$ cat config.mk
export PLATFORM = sky130hd
export DESIGN_NAME = sfic_cmd
export DESIGN_NICKNAME = d
export VERILOG_FILES = /design/src/sfic_cmd.v /design/src/sfic_rx_byte.v
export VERILOG_INCLUDE_DIRS = /design/src
export SDC_FILE = /design/constraint.sdc
export NUM_CORES = 1
export LEC_CHECK = 0
export ABC_AREA = 1
export BUFFER_PORTS_ARGS = -buffer_cell sky130_fd_sc_hd__buf_4
export CORE_UTILIZATION = 25
export CTS_BUF_LIST = sky130_fd_sc_hd__clkbuf_4
export CTS_CLUSTER_SIZE = 14
export DETAILED_ROUTE_END_ITERATION = 10
export PLACE_DENSITY_LB_ADDON = 0.15
export SLEW_MARGIN = 10
export SYNTH_ARGS = -nofsm -noshare
export SYNTH_HDL_FRONTEND = slang
export SYNTH_SLANG_ARGS = --single-unit
$ cat constraint.sdc
create_clock -name core_clk -period 2.35 [get_ports core_clk]
set_input_delay 0.3525 -clock core_clk [delete_from_list [all_inputs] [get_ports core_clk]]
set_output_delay 0.3525 -clock core_clk [all_outputs]
set_load 0.01 [all_outputs]
$ cat src/sfic_defs.vh
/*
 Constants for the serial flash identification and reset command block.
 Assumes inclusion by bare name from the design files.
*/
`ifndef SFIC_DEFS_VH
`define SFIC_DEFS_VH
// ----------------------------------------------------------------
// Opcodes
// ----------------------------------------------------------------
`define SFIC_OP_READ_ID     8'h9F
`define SFIC_OP_SERIAL_READ 8'h4B
`define SFIC_OP_RESET_ARM   8'h66
`define SFIC_OP_RESET_EXEC  8'h99
`define SFIC_OP_NO_OP       8'h00
// ----------------------------------------------------------------
// Lengths, then identity defaults (identity values arbitrary)
// ----------------------------------------------------------------
`define SFIC_BYTE_BITS      4'h8
`define SFIC_ID_BITS        8'h18
`define SFIC_SERIAL_BITS    8'h80
`define SFIC_DUMMY_BYTES    3'h4
`define SFIC_MFR_DEFAULT    8'hA5
`define SFIC_TYPE_DEFAULT   8'h5A
`define SFIC_DENS_DEFAULT   8'h3C
`endif

$ cat src/sfic_cmd.v
/*
 Identification and software reset command interpreter of a serial
 flash: identification read, unique serial read, no-op, reset arm and
 reset execute. Assumes SPI mode 0/3 pins sampled as synchronous
 inputs at core_clk, with core_clk well above the serial clock rate.
*/
`timescale 1ns/1ps
`default_nettype none
`include "sfic_defs.vh"
module sfic_cmd #(
    parameter [7:0]   MFR_ID    = `SFIC_MFR_DEFAULT,
    parameter [7:0]   MEM_TYPE  = `SFIC_TYPE_DEFAULT,
    parameter [7:0]   MEM_DENS  = `SFIC_DENS_DEFAULT,
    parameter [127:0] SERIAL_NO = 128'h0123456789ABCDEF0F1E2D3C4B5A6978
) (
    input  wire core_clk,
    input  wire arst_n,
    input  wire spi_cs_n,
    input  wire spi_sclk,
    input  wire spi_si,
    output reg  spi_so,
    output reg  spi_so_oe,
    input  wire busy,
    output reg  soft_reset,
    output reg  abort_cycle,
    output wire reset_armed
);
    // ------------------------------------------------------------
    // States
    // ------------------------------------------------------------
    localparam [1:0] ST_CMD   = 2'h0;
    localparam [1:0] ST_DUMMY = 2'h1;
    localparam [1:0] ST_OUT   = 2'h2;
    localparam [1:0] ST_IGN   = 2'h3;

    reg       sclk_q;
    reg       cs_q;
    reg [1:0] state;
    reg [2:0] dummy_cnt;
    reg [7:0] bits_left;
    reg [127:0] out_shift;
    reg       armed;
    wire      rise = spi_sclk & ~sclk_q;
    wire      fall = ~spi_sclk & sclk_q;
    wire      cs_active = ~spi_cs_n;
    wire      cs_end = spi_cs_n & ~cs_q;
    wire [7:0] rx_byte;
    wire       rx_valid;
    wire       opcode_strobe;
    reg        op_read_id;
    reg        op_serial;
    reg        op_arm;
    reg        op_exec;
    reg        op_no_op;

    assign reset_armed = armed;
    // A complete byte while waiting in a frame is an opcode
    assign opcode_strobe = cs_active & rx_valid & (state == ST_CMD);

    sfic_rx_byte u_rx (
        .core_clk (core_clk),
        .arst_n   (arst_n),
        .cs_active(cs_active),
        .rise     (rise),
        .din      (spi_si),
        .rx_byte  (rx_byte),
        .rx_valid (rx_valid)
    );

    // ------------------------------------------------------------
    // Edge history of the serial pins
    // ------------------------------------------------------------
    always @(posedge core_clk or negedge arst_n) begin
        if (!arst_n) begin
            sclk_q <= 1'b0;
            cs_q   <= 1'b1;
        end else begin
            sclk_q <= spi_sclk;
            cs_q   <= spi_cs_n;
        end
    end

    // ------------------------------------------------------------
    // Opcode classification
    // ------------------------------------------------------------
    // One flag per command keeps the sequencer free of byte compares
    always @* begin
        op_read_id = 1'b0;
        op_serial  = 1'b0;
        op_arm     = 1'b0;
        op_exec    = 1'b0;
        op_no_op   = 1'b0;
        if (rx_byte == `SFIC_OP_READ_ID) begin
            op_read_id = 1'b1;
        end else if (rx_byte == `SFIC_OP_SERIAL_READ) begin
            op_serial = 1'b1;
        end else if (rx_byte == `SFIC_OP_RESET_ARM) begin
            op_arm = 1'b1;
        end else if (rx_byte == `SFIC_OP_RESET_EXEC) begin
            op_exec = 1'b1;
        end else if (rx_byte == `SFIC_OP_NO_OP) begin
            op_no_op = 1'b1;
        end
    end

    // ------------------------------------------------------------
    // Reset arm flag
    // ------------------------------------------------------------
    // Only a completed opcode moves the flag; a frame cut before its
    // first byte leaves an earlier arm pending
    always @(posedge core_clk or negedge arst_n) begin
        if (!arst_n) begin
            armed <= 1'b0;
        end else if (opcode_strobe) begin
            // Arming survives only into the very next opcode
            armed <= op_arm;
        end
    end

    // ------------------------------------------------------------
    // Software reset pulses
    // ------------------------------------------------------------
    // One-cycle strobes; the rest of the device clears its volatile
    // state and stops a running program or erase on them
    always @(posedge core_clk or negedge arst_n) begin
        if (!arst_n) begin
            soft_reset  <= 1'b0;
            abort_cycle <= 1'b0;
        end else begin
            soft_reset  <= opcode_strobe & op_exec & armed;
            abort_cycle <= opcode_strobe & op_exec & armed & busy;
        end
    end

    // ------------------------------------------------------------
    // Command decode and output sequencing
    // ------------------------------------------------------------
    // The serial value is a parameter only, so nothing can write it.
    always @(posedge core_clk or negedge arst_n) begin
        if (!arst_n) begin
            state     <= ST_CMD;
            dummy_cnt <= 3'h0;
            bits_left <= 8'h00;
            out_shift <= 128'h0;
            spi_so    <= 1'b0;
            spi_so_oe <= 1'b0;
        end else begin
            if (!cs_active) begin
                state     <= ST_CMD;
                spi_so_oe <= 1'b0;
                bits_left <= 8'h00;
                // Park the data line low after an idle frame
                if (cs_end && state == ST_CMD) begin
                    spi_so <= 1'b0;
                end
            end else begin
                case (state)
                ST_CMD: begin
                    if (rx_valid) begin
                        if (op_exec && armed) begin
                            // Rest of the frame is ignored after reset
                            state <= ST_IGN;
                        end else if (op_read_id && !busy) begin
                            out_shift <= {MFR_ID, MEM_TYPE, MEM_DENS,
                                          104'h0};
                            bits_left <= `SFIC_ID_BITS;
                            state     <= ST_OUT;
                        end else if (op_serial) begin
                            dummy_cnt <= 3'h0;
                            state     <= ST_DUMMY;
                        end else if (op_no_op) begin
                            // No-op touches nothing but the arm flag
                            state <= ST_IGN;
                        end else begin
                            // Reset arm, unarmed execute, unknown opcodes and refused reads
                            state <= ST_IGN;
                        end
                    end
                end
                ST_DUMMY: begin
                    if (rx_valid) begin
                        if (dummy_cnt == `SFIC_DUMMY_BYTES - 3'h1) begin
                            out_shift <= SERIAL_NO;
                            bits_left <= `SFIC_SERIAL_BITS;
                            state     <= ST_OUT;
                        end else begin
                            dummy_cnt <= dummy_cnt + 3'h1;
                        end
                    end
                end
                ST_OUT: begin
                    // First bit is driven on the fall after the last
                    // opcode or dummy bit is sampled
                    if (fall) begin
                        if (bits_left != 8'h00) begin
                            spi_so    <= out_shift[127];
                            spi_so_oe <= 1'b1;
                            out_shift <= {out_shift[126:0], 1'b0};
                            bits_left <= bits_left - 8'h01;
                        end else begin
                            spi_so_oe <= 1'b0;
                            state     <= ST_IGN;
                        end
                    end
                end
                default: begin
                    spi_so_oe <= 1'b0;
                end
                endcase
            end
        end
    end
endmodule // sfic_cmd
`default_nettype wire

$ cat src/sfic_rx_byte.v
/*
 Serial input byte assembler for the command block.
 Assumes spi_sclk and spi_cs_n are synchronous samples of the pins,
 taken at core_clk; the edge pulses come from the parent.
*/
`timescale 1ns/1ps
`default_nettype none
module sfic_rx_byte (
    input  wire       core_clk,
    input  wire       arst_n,
    input  wire       cs_active,
    input  wire       rise,
    input  wire       din,
    output reg  [7:0] rx_byte,
    output reg        rx_valid
);
    // ------------------------------------------------------------
    // Shift register, MSB first, sampled on rising edges
    // ------------------------------------------------------------
    reg [6:0] shift;
    reg [3:0] count;

    always @(posedge core_clk or negedge arst_n) begin
        if (!arst_n) begin
            shift    <= 7'h00;
            count    <= 4'h0;
            rx_byte  <= 8'h00;
            rx_valid <= 1'b0;
        end else begin
            rx_valid <= 1'b0;
            if (!cs_active) begin
                // Frame end discards partial bytes
                count <= 4'h0;
            end else if (rise) begin
                if (count == `SFIC_BYTE_BITS - 4'h1) begin
                    rx_byte  <= {shift, din};
                    rx_valid <= 1'b1;
                    count    <= 4'h0;
                end else begin
                    shift <= {shift[5:0], din};
                    count <= count + 4'h1;
                end
            end
        end
    end
endmodule // sfic_rx_byte
`default_nettype wire

======== Word-level counts from Yosys, hierarchy flattened ========
Cells that the tools add are included.
storage, ports and cells
  register bits ........................... 168
  input bits .............................. 6
operators by class
  $add $sub $neg .......................... 3
  equal/unequal tests ..................... 28
  muxes and demuxes ....................... 59
  bitwise logic cells ..................... 13
  reductions and logical operators ........ 22
operators by type and width
  kind                                              count
  two-way mux 128 bit                               7
  one-hot mux 128 bit (3 select lines)              1
  two-way mux 8 bit                                 8
  one-hot mux 8 bit (3 select lines)                1
  two-way mux 1 bit                                 21
  two-way mux 2 bit                                 9
  two-way mux 3 bit                                 6
  == test 8 x 7 -> 1 bit, second input constant     2
  == test 8 bit, second input constant              2
  AND reduction 8 bit                               2
  != test 3 bit, second input constant              5
  != test 2 bit, second input constant              7
  two-way mux 4 bit                                 3
  != test 2 x 1 -> 1 bit, second input constant     5
  nonzero test 2 bit                                5
  != test 3 x 2 -> 1 bit, second input constant     3
  AND reduction 9 bit                               1
  bitwise AND 1 bit                                 8
  nonzero test 8 bit                                1
  subtractor 8 x 1 -> 8 bit, second input constant  1
  one-hot mux 2 bit (3 select lines)                1
  one-hot mux 3 bit (2 select lines)                1
  AND reduction 3 bit                               2
  AND reduction 6 bit                               1
  other kinds (16)                                  22

======== Logic depth before layout (Yosys ltp) ========
  depth after elaboration ................. 10
  depth in mapped cells ................... 12

======== Modules after synthesis ========
A second synthesis with hierarchy kept.
second synthesis, totals
  cell total of the unflattened synthesis .. 823
  area, all modules ....................... 7,452.1 um^2
modules (own cells, without submodules)
  module        times used  cells each  area an instance (um^2)  seq. area each (um^2)
  sfic_cmd      1           738         6,592.6                  3,629.7
  sfic_rx_byte  1           85          859.6                    500.5

======== Worst setup path after synthesis ========
No wires, ideal clock.
  path kind ............................... flip-flop to flip-flop
  from .................................... reg state[0]
  to ...................................... reg out_shift[45]
  arrival ................................. 1.624 ns
  slack ................................... 0.609 ns
  cell stages (with the launch flop) ...... 12
  path buffers ............................ 3
  clock period less this slack ............ 1.741 ns
  cells stage by stage .................... dfrtp_1 > inv_1 > ha_1 > buf_2 > nand2_1 > nand4_1 > a21oi_1 > nand3_2 > buf_6 > buf_2 > nand2_1 > nand2_1
between the ends
  cells in the longest elaborated chain, start to end .. 3
  elaborated cells between the ends (all ways) .. 13
  those cells by class .................... eq/ne: 9; mux: 1; reduce/logical: 3
RTL lines
  item                                                          line            RTL
  start, declared                                               sfic_cmd.v:38   reg [1:0] state;
  start signal, assigned                                        sfic_cmd.v:141  state <= ST_CMD;
  start signal, assigned                                        sfic_cmd.v:149  state <= ST_CMD;
  start signal, assigned                                        sfic_cmd.v:162  state <= ST_IGN;
  == test 2 bit, or another cell as far along                   sfic_cmd.v:157  case (state)
  != test 2 bit (no source line), or another cell as far along  n/a
  AND reduction 9 bit (no source line)                          n/a
  end signal, assigned                                          sfic_cmd.v:164  out_shift <= {MFR_ID, MEM_TYPE, MEM_DENS,
  end signal, assigned                                          sfic_cmd.v:198  out_shift <= {out_shift[126:0], 1'b0};
  end, declared                                                 sfic_cmd.v:41   reg [127:0] out_shift;
Several ways; a longest one is shown, not always the timed one.
A chain may end at the register's enable or synchronous reset.

======== Worst setup path in the final report ========
  from .................................... reg state[1]
  to ...................................... reg out_shift[51]
The elaborated chain is that of the path after synthesis.

==> impl_summary.txt <==
----------------------------------------------------
[Outcome]
  Status ... finished, final reports clean

[Global routing]
  Number of global-route vias before repair ... around 6600
  Wire length of the first global-routing pass ... 33800 um
  Antenna violations before repair ... 1
  Largest net degree at the start of global routing ... 126
  GRT overflow ... 0
  Gr usage total ... 12.3%

[STA]
  WHS ... 238 ps
  Period minus WS final ... 2080 ps
  Max-Slew Margin vs Limit ... 53.8%
  Setup violators final ... 0
  Fin. Hold Viols ... 0
  Worst clock skew ... approximately 26 ps
  Setup_tns ... 0 ps
  Final period util ... about nine tenths
  Timing-limited maximum frequency ... 0.481 GHz
  Setup repair after global routing missed its margin ... no
  Final number of max-transition violations ... 0
  Pin slew with the least headroom to its limit ... 692 ps

[Synthesis]
  Top area cells in the synthesized netlist ... sky130_fd_sc_hd__dfrtp_1 49%, sky130_fd_sc_hd__nand2_1 19%, sky130_fd_sc_hd__nor2_1 6.7%
  Share of synthesized area occupied by flip-flops and latches ... 49.2%
  Post-synthesis sequential element count ... 165
  Dominant cell by count in the synthesized netlist ... sky130_fd_sc_hd__nand2_1
  Ys Warns ... 0
  Synthesized Nets ... between 1000 and 1500
  Most area-hungry cell type in the Yosys netlist ... sky130_fd_sc_hd__dfrtp_1
  Post-synth top cells ... 414 x sky130_fd_sc_hd__nand2_1, 164 x sky130_fd_sc_hd__dfrtp_1, 149 x sky130_fd_sc_hd__nor2_1
  Post-synthesis async set-or-reset flop share ... 100%
  Synthesized area per cell ... between 7 and 8 um^2
  Cell count after synthesis ... 1106
  Top-area cell type share of the netlist area ... 48.9%
  Top_reg_cell synth ... sky130_fd_sc_hd__dfrtp_1
  Mapped Area ... roughly 0.0084 mm^2
  Number of enable-type register cells in the synthesized netlist ... 0
  Post-synth cell types ... 33

[Setup path]
  Setup Crit Path Kind ... reg -> reg
  CP max-delay cell ... sky130_fd_sc_hd__dfrtp_1
  Ordered list of cells on the worst path ... inv_1, ha_1, nand2_1, nand4_1, inv_1, nand2_2, nor2_8, buf_12, nand3_1, nand2_1
  Crit end category ... flop
  Maximum cell stage delay along the critical path ... 430 ps
  Count of buffer and inverter cells on the critical path ... 3
  Worst Setup Start Kind ... flop
  Arr. time, crit path ... 2590 ps
  Cell family with the largest share of critical-path delay ... simple AND/OR/NAND/NOR gates
  Largest driver fanout on the critical path ... 48
  Crit path required time ... 2860 ps

[Placed design]
  Number of port buffers ... 10
  Detail Placement HPWL ... 10200 um
  Final GP Congestion ... 0.723
  Instance count after placement with tap cells included ... 1511

[Power]
  Pwr Density ... 1090 mW/mm^2
  Sequential cell fraction of total power ... 40.6%
  Switching share of total power ... 45.4%
  Share of power burned in combinational logic ... 42.0%
  Clock network fraction of design power ... approximately 17%
  IR Drop Worst-Case VDD ... 853 uV
  Total internal power ... 5500 uW
  LEAKAGE ... 0.00496 uW
  Net switching power of the design ... about 4600 uW

[Route]
  Detailed route wirelength on metal2 ... ~9000 um
  Vias per inst ... 4.22
  Wirelength, routed ... 19200 um
  DRC violation total after the first TritonRoute iteration ... 448
  Detailed-routing wirelength on met1 ... 9780 um
  DRC viols ... 0
  Average detailed-routed wire length per instance ... 12.4 um
  Top routing layer in use ... met4
  Routed length on met3 ... between 200 and 300 um
  Antenna-violating nets left ... 0
  Detailed-router iteration count before antenna repair ... 6
  Via count ... between 6000 and 7000

[Clocking]
  Clock Tree Buf Depth ... 2
  Post-CTS clock slew at the launch and capture registers of the worst setup and hold paths ... ~140 ps
  Clock insertion delay at the later pin of the skew report ... roughly 580 ps
  Deepest level of the CTS H-tree ... 4
  Clock Sink Count ... 165
  CTS tree ... yes
  Count of cells resized by post-cts repair ... 0
  Inserted Clock Buffers ... 17
  Clock root buffer ... sky130_fd_sc_hd__clkbuf_4

[Floorplanning]
  Horiz. Die Dim ... 185 um
  Height of the die ... 185 um
  IO Pins ... 11
  Initial core utilization ... 25.6%
  Die area ... around 0.034 mm^2
  Count of standard-cell rows ... 66
  Core Footprint ... 0.0328 mm^2

[Finish]
  Synthesis-to-layout area growth ... 10.3%
  Share of layout cells above drive strength 1 ... 11.2%
  Post-route non-filler standard cell count ... roughly 1500
  Share of the core filled with cells ... 28.2%
  Nets@finish ... 1108
  Fillcell total ... between 3000 and 4000

[Job]
  Max Cap Viol ... 0

[Min path]
  Tightest Hold Check Type ... in -> async

----------------------------------------------------
-- per-stage QoR --
| step | power [uW] | setup slack, ps | instance area [um^2] |
|---|---|---|---|
| finish | 10100 | 271 | 9250 |
| global route | 11100 | 12.5 | 9250 |
| CTS | 10300 | 245 | 9250 |
| detailed placement | 8530 | 272 | 8910 |
| global placement | 8540 | 240 | 8910 |
| floorplan | 7300 | 609 | 8390 |
-- worst paths after layout --
| path | from | endpoint | slack (ps) | depth (start not counted) |
|---|---|---|---|---|
| max | state[1] | out_shift[51] | 270 | 10 |
| min | arst_n | u_rx.shift[1] | 240 | 2 |
| max reg2reg | state[1] | out_shift[51] | 270 | 10 |
| min reg2reg | out_shift[9] | out_shift[9] | 490 | 2 |
| max in group asynchronous | arst_n | out_shift[62] | 1430 | 3 |
| min in group core_clk | spi_sclk | sclk_q | 450 | 2 |
-- per-layer routing --
layer	vias to the layer above	track usage, %
li1	3383	-
met1	3109	16.3
met2	29	20.3
met3	12	2.30
met4	0	3.50
met5	-	0
-- cell families after synthesis --
group / after synthesis / share of synthesized area (%)
AOI/OAI and AO/OA: 43 / 2.67
xor gates and xnor gates: 2 / 0.209
adders and majority gates: 9 / 1.34
buffers and inverters: 158 / 8.23
DFF: 165 / 49.2
and+or+nand+nor: 729 / 38.3
-- registers in the layout, indices dropped and copies added (netlist names) --
register and cells:
spi_so 1, bits_left 8, u_rx.count 4, u_rx.rx_valid 1
u_rx.rx_byte 8, spi_so_oe 1, sclk_q 1, abort_cycle 1
dummy_cnt 3, soft_reset 1, out_shift 125, state 2
u_rx.shift 7, cs_q 1, reset_armed 1
-- power by group through the flow --
stage | clock network [uW] | logic [uW] | registers, uW
2_1_floorplan | 0 | 3260 | 4050
3_5_place_dp | 0 | 4380 | 4150
6_report | 1750 | 4230 | 4090
5_1_grt | 1960 | 4920 | 4210
3_3_place_gp | 0 | 4390 | 4160
4_1_cts | 1850 | 4390 | 4100
-- worst register-to-register path: stages (launching register included) --
cell	delay [ps]
sky130_fd_sc_hd__dfrtp_1	430
sky130_fd_sc_hd__inv_1	80
sky130_fd_sc_hd__ha_1	300
sky130_fd_sc_hd__nand2_1	150
sky130_fd_sc_hd__nand4_1	120
sky130_fd_sc_hd__inv_1	80
sky130_fd_sc_hd__nand2_2	90
sky130_fd_sc_hd__nor2_8	220
sky130_fd_sc_hd__buf_12	310
sky130_fd_sc_hd__nand3_1	150
sky130_fd_sc_hd__nand2_1	100
-- layout by cell type (no fill, tap or decap), drive strengths merged, types with 4 or more instances in the layout --
| cell type | Yosys | routed |
|---|---|---|
| nand2 | 418 | 418 |
| dfrtp | 164 | 164 |
| nor2 | 158 | 158 |
| nand3 | 145 | 145 |
| inv | 93 | 97 |
| o21ai | 29 | 29 |
| buf | 50 | 27 |
| clkbuf | 14 | 17 |
| a21oi | 10 | 10 |
| ha | 9 | 9 |
| clkinv | 1 | 8 |
| dlygate4sd3 | 0 | 5 |
| nand4 | 4 | 4 |
-- area by class of cell --
class / count / area [um^2] / area share (%)
Timing Repair Buffer: 32 / 344 / 3.72
Multi-Input combinational cell: 783 / 3580 / 38.7
Antenna cell: 1 / 2.50 / 0.0271
Tap cell: 442 / 553 / 5.98
Clock buffer: 17 / 128 / 1.38
Sequential cell: 165 / 4130 / 44.7
Clock inverter: 15 / 155 / 1.68
Inverter: 94 / 355 / 3.84
-- what timing repair did --
item / in CTS / in global routing
buffers inserted: 0 / 0
hold buffers: 5 / 0
endpoints found under the hold margin: 44 / 0
setup endpoints to repair: 0 / 0
Note: power is estimated with default switching activity, not from simulation.
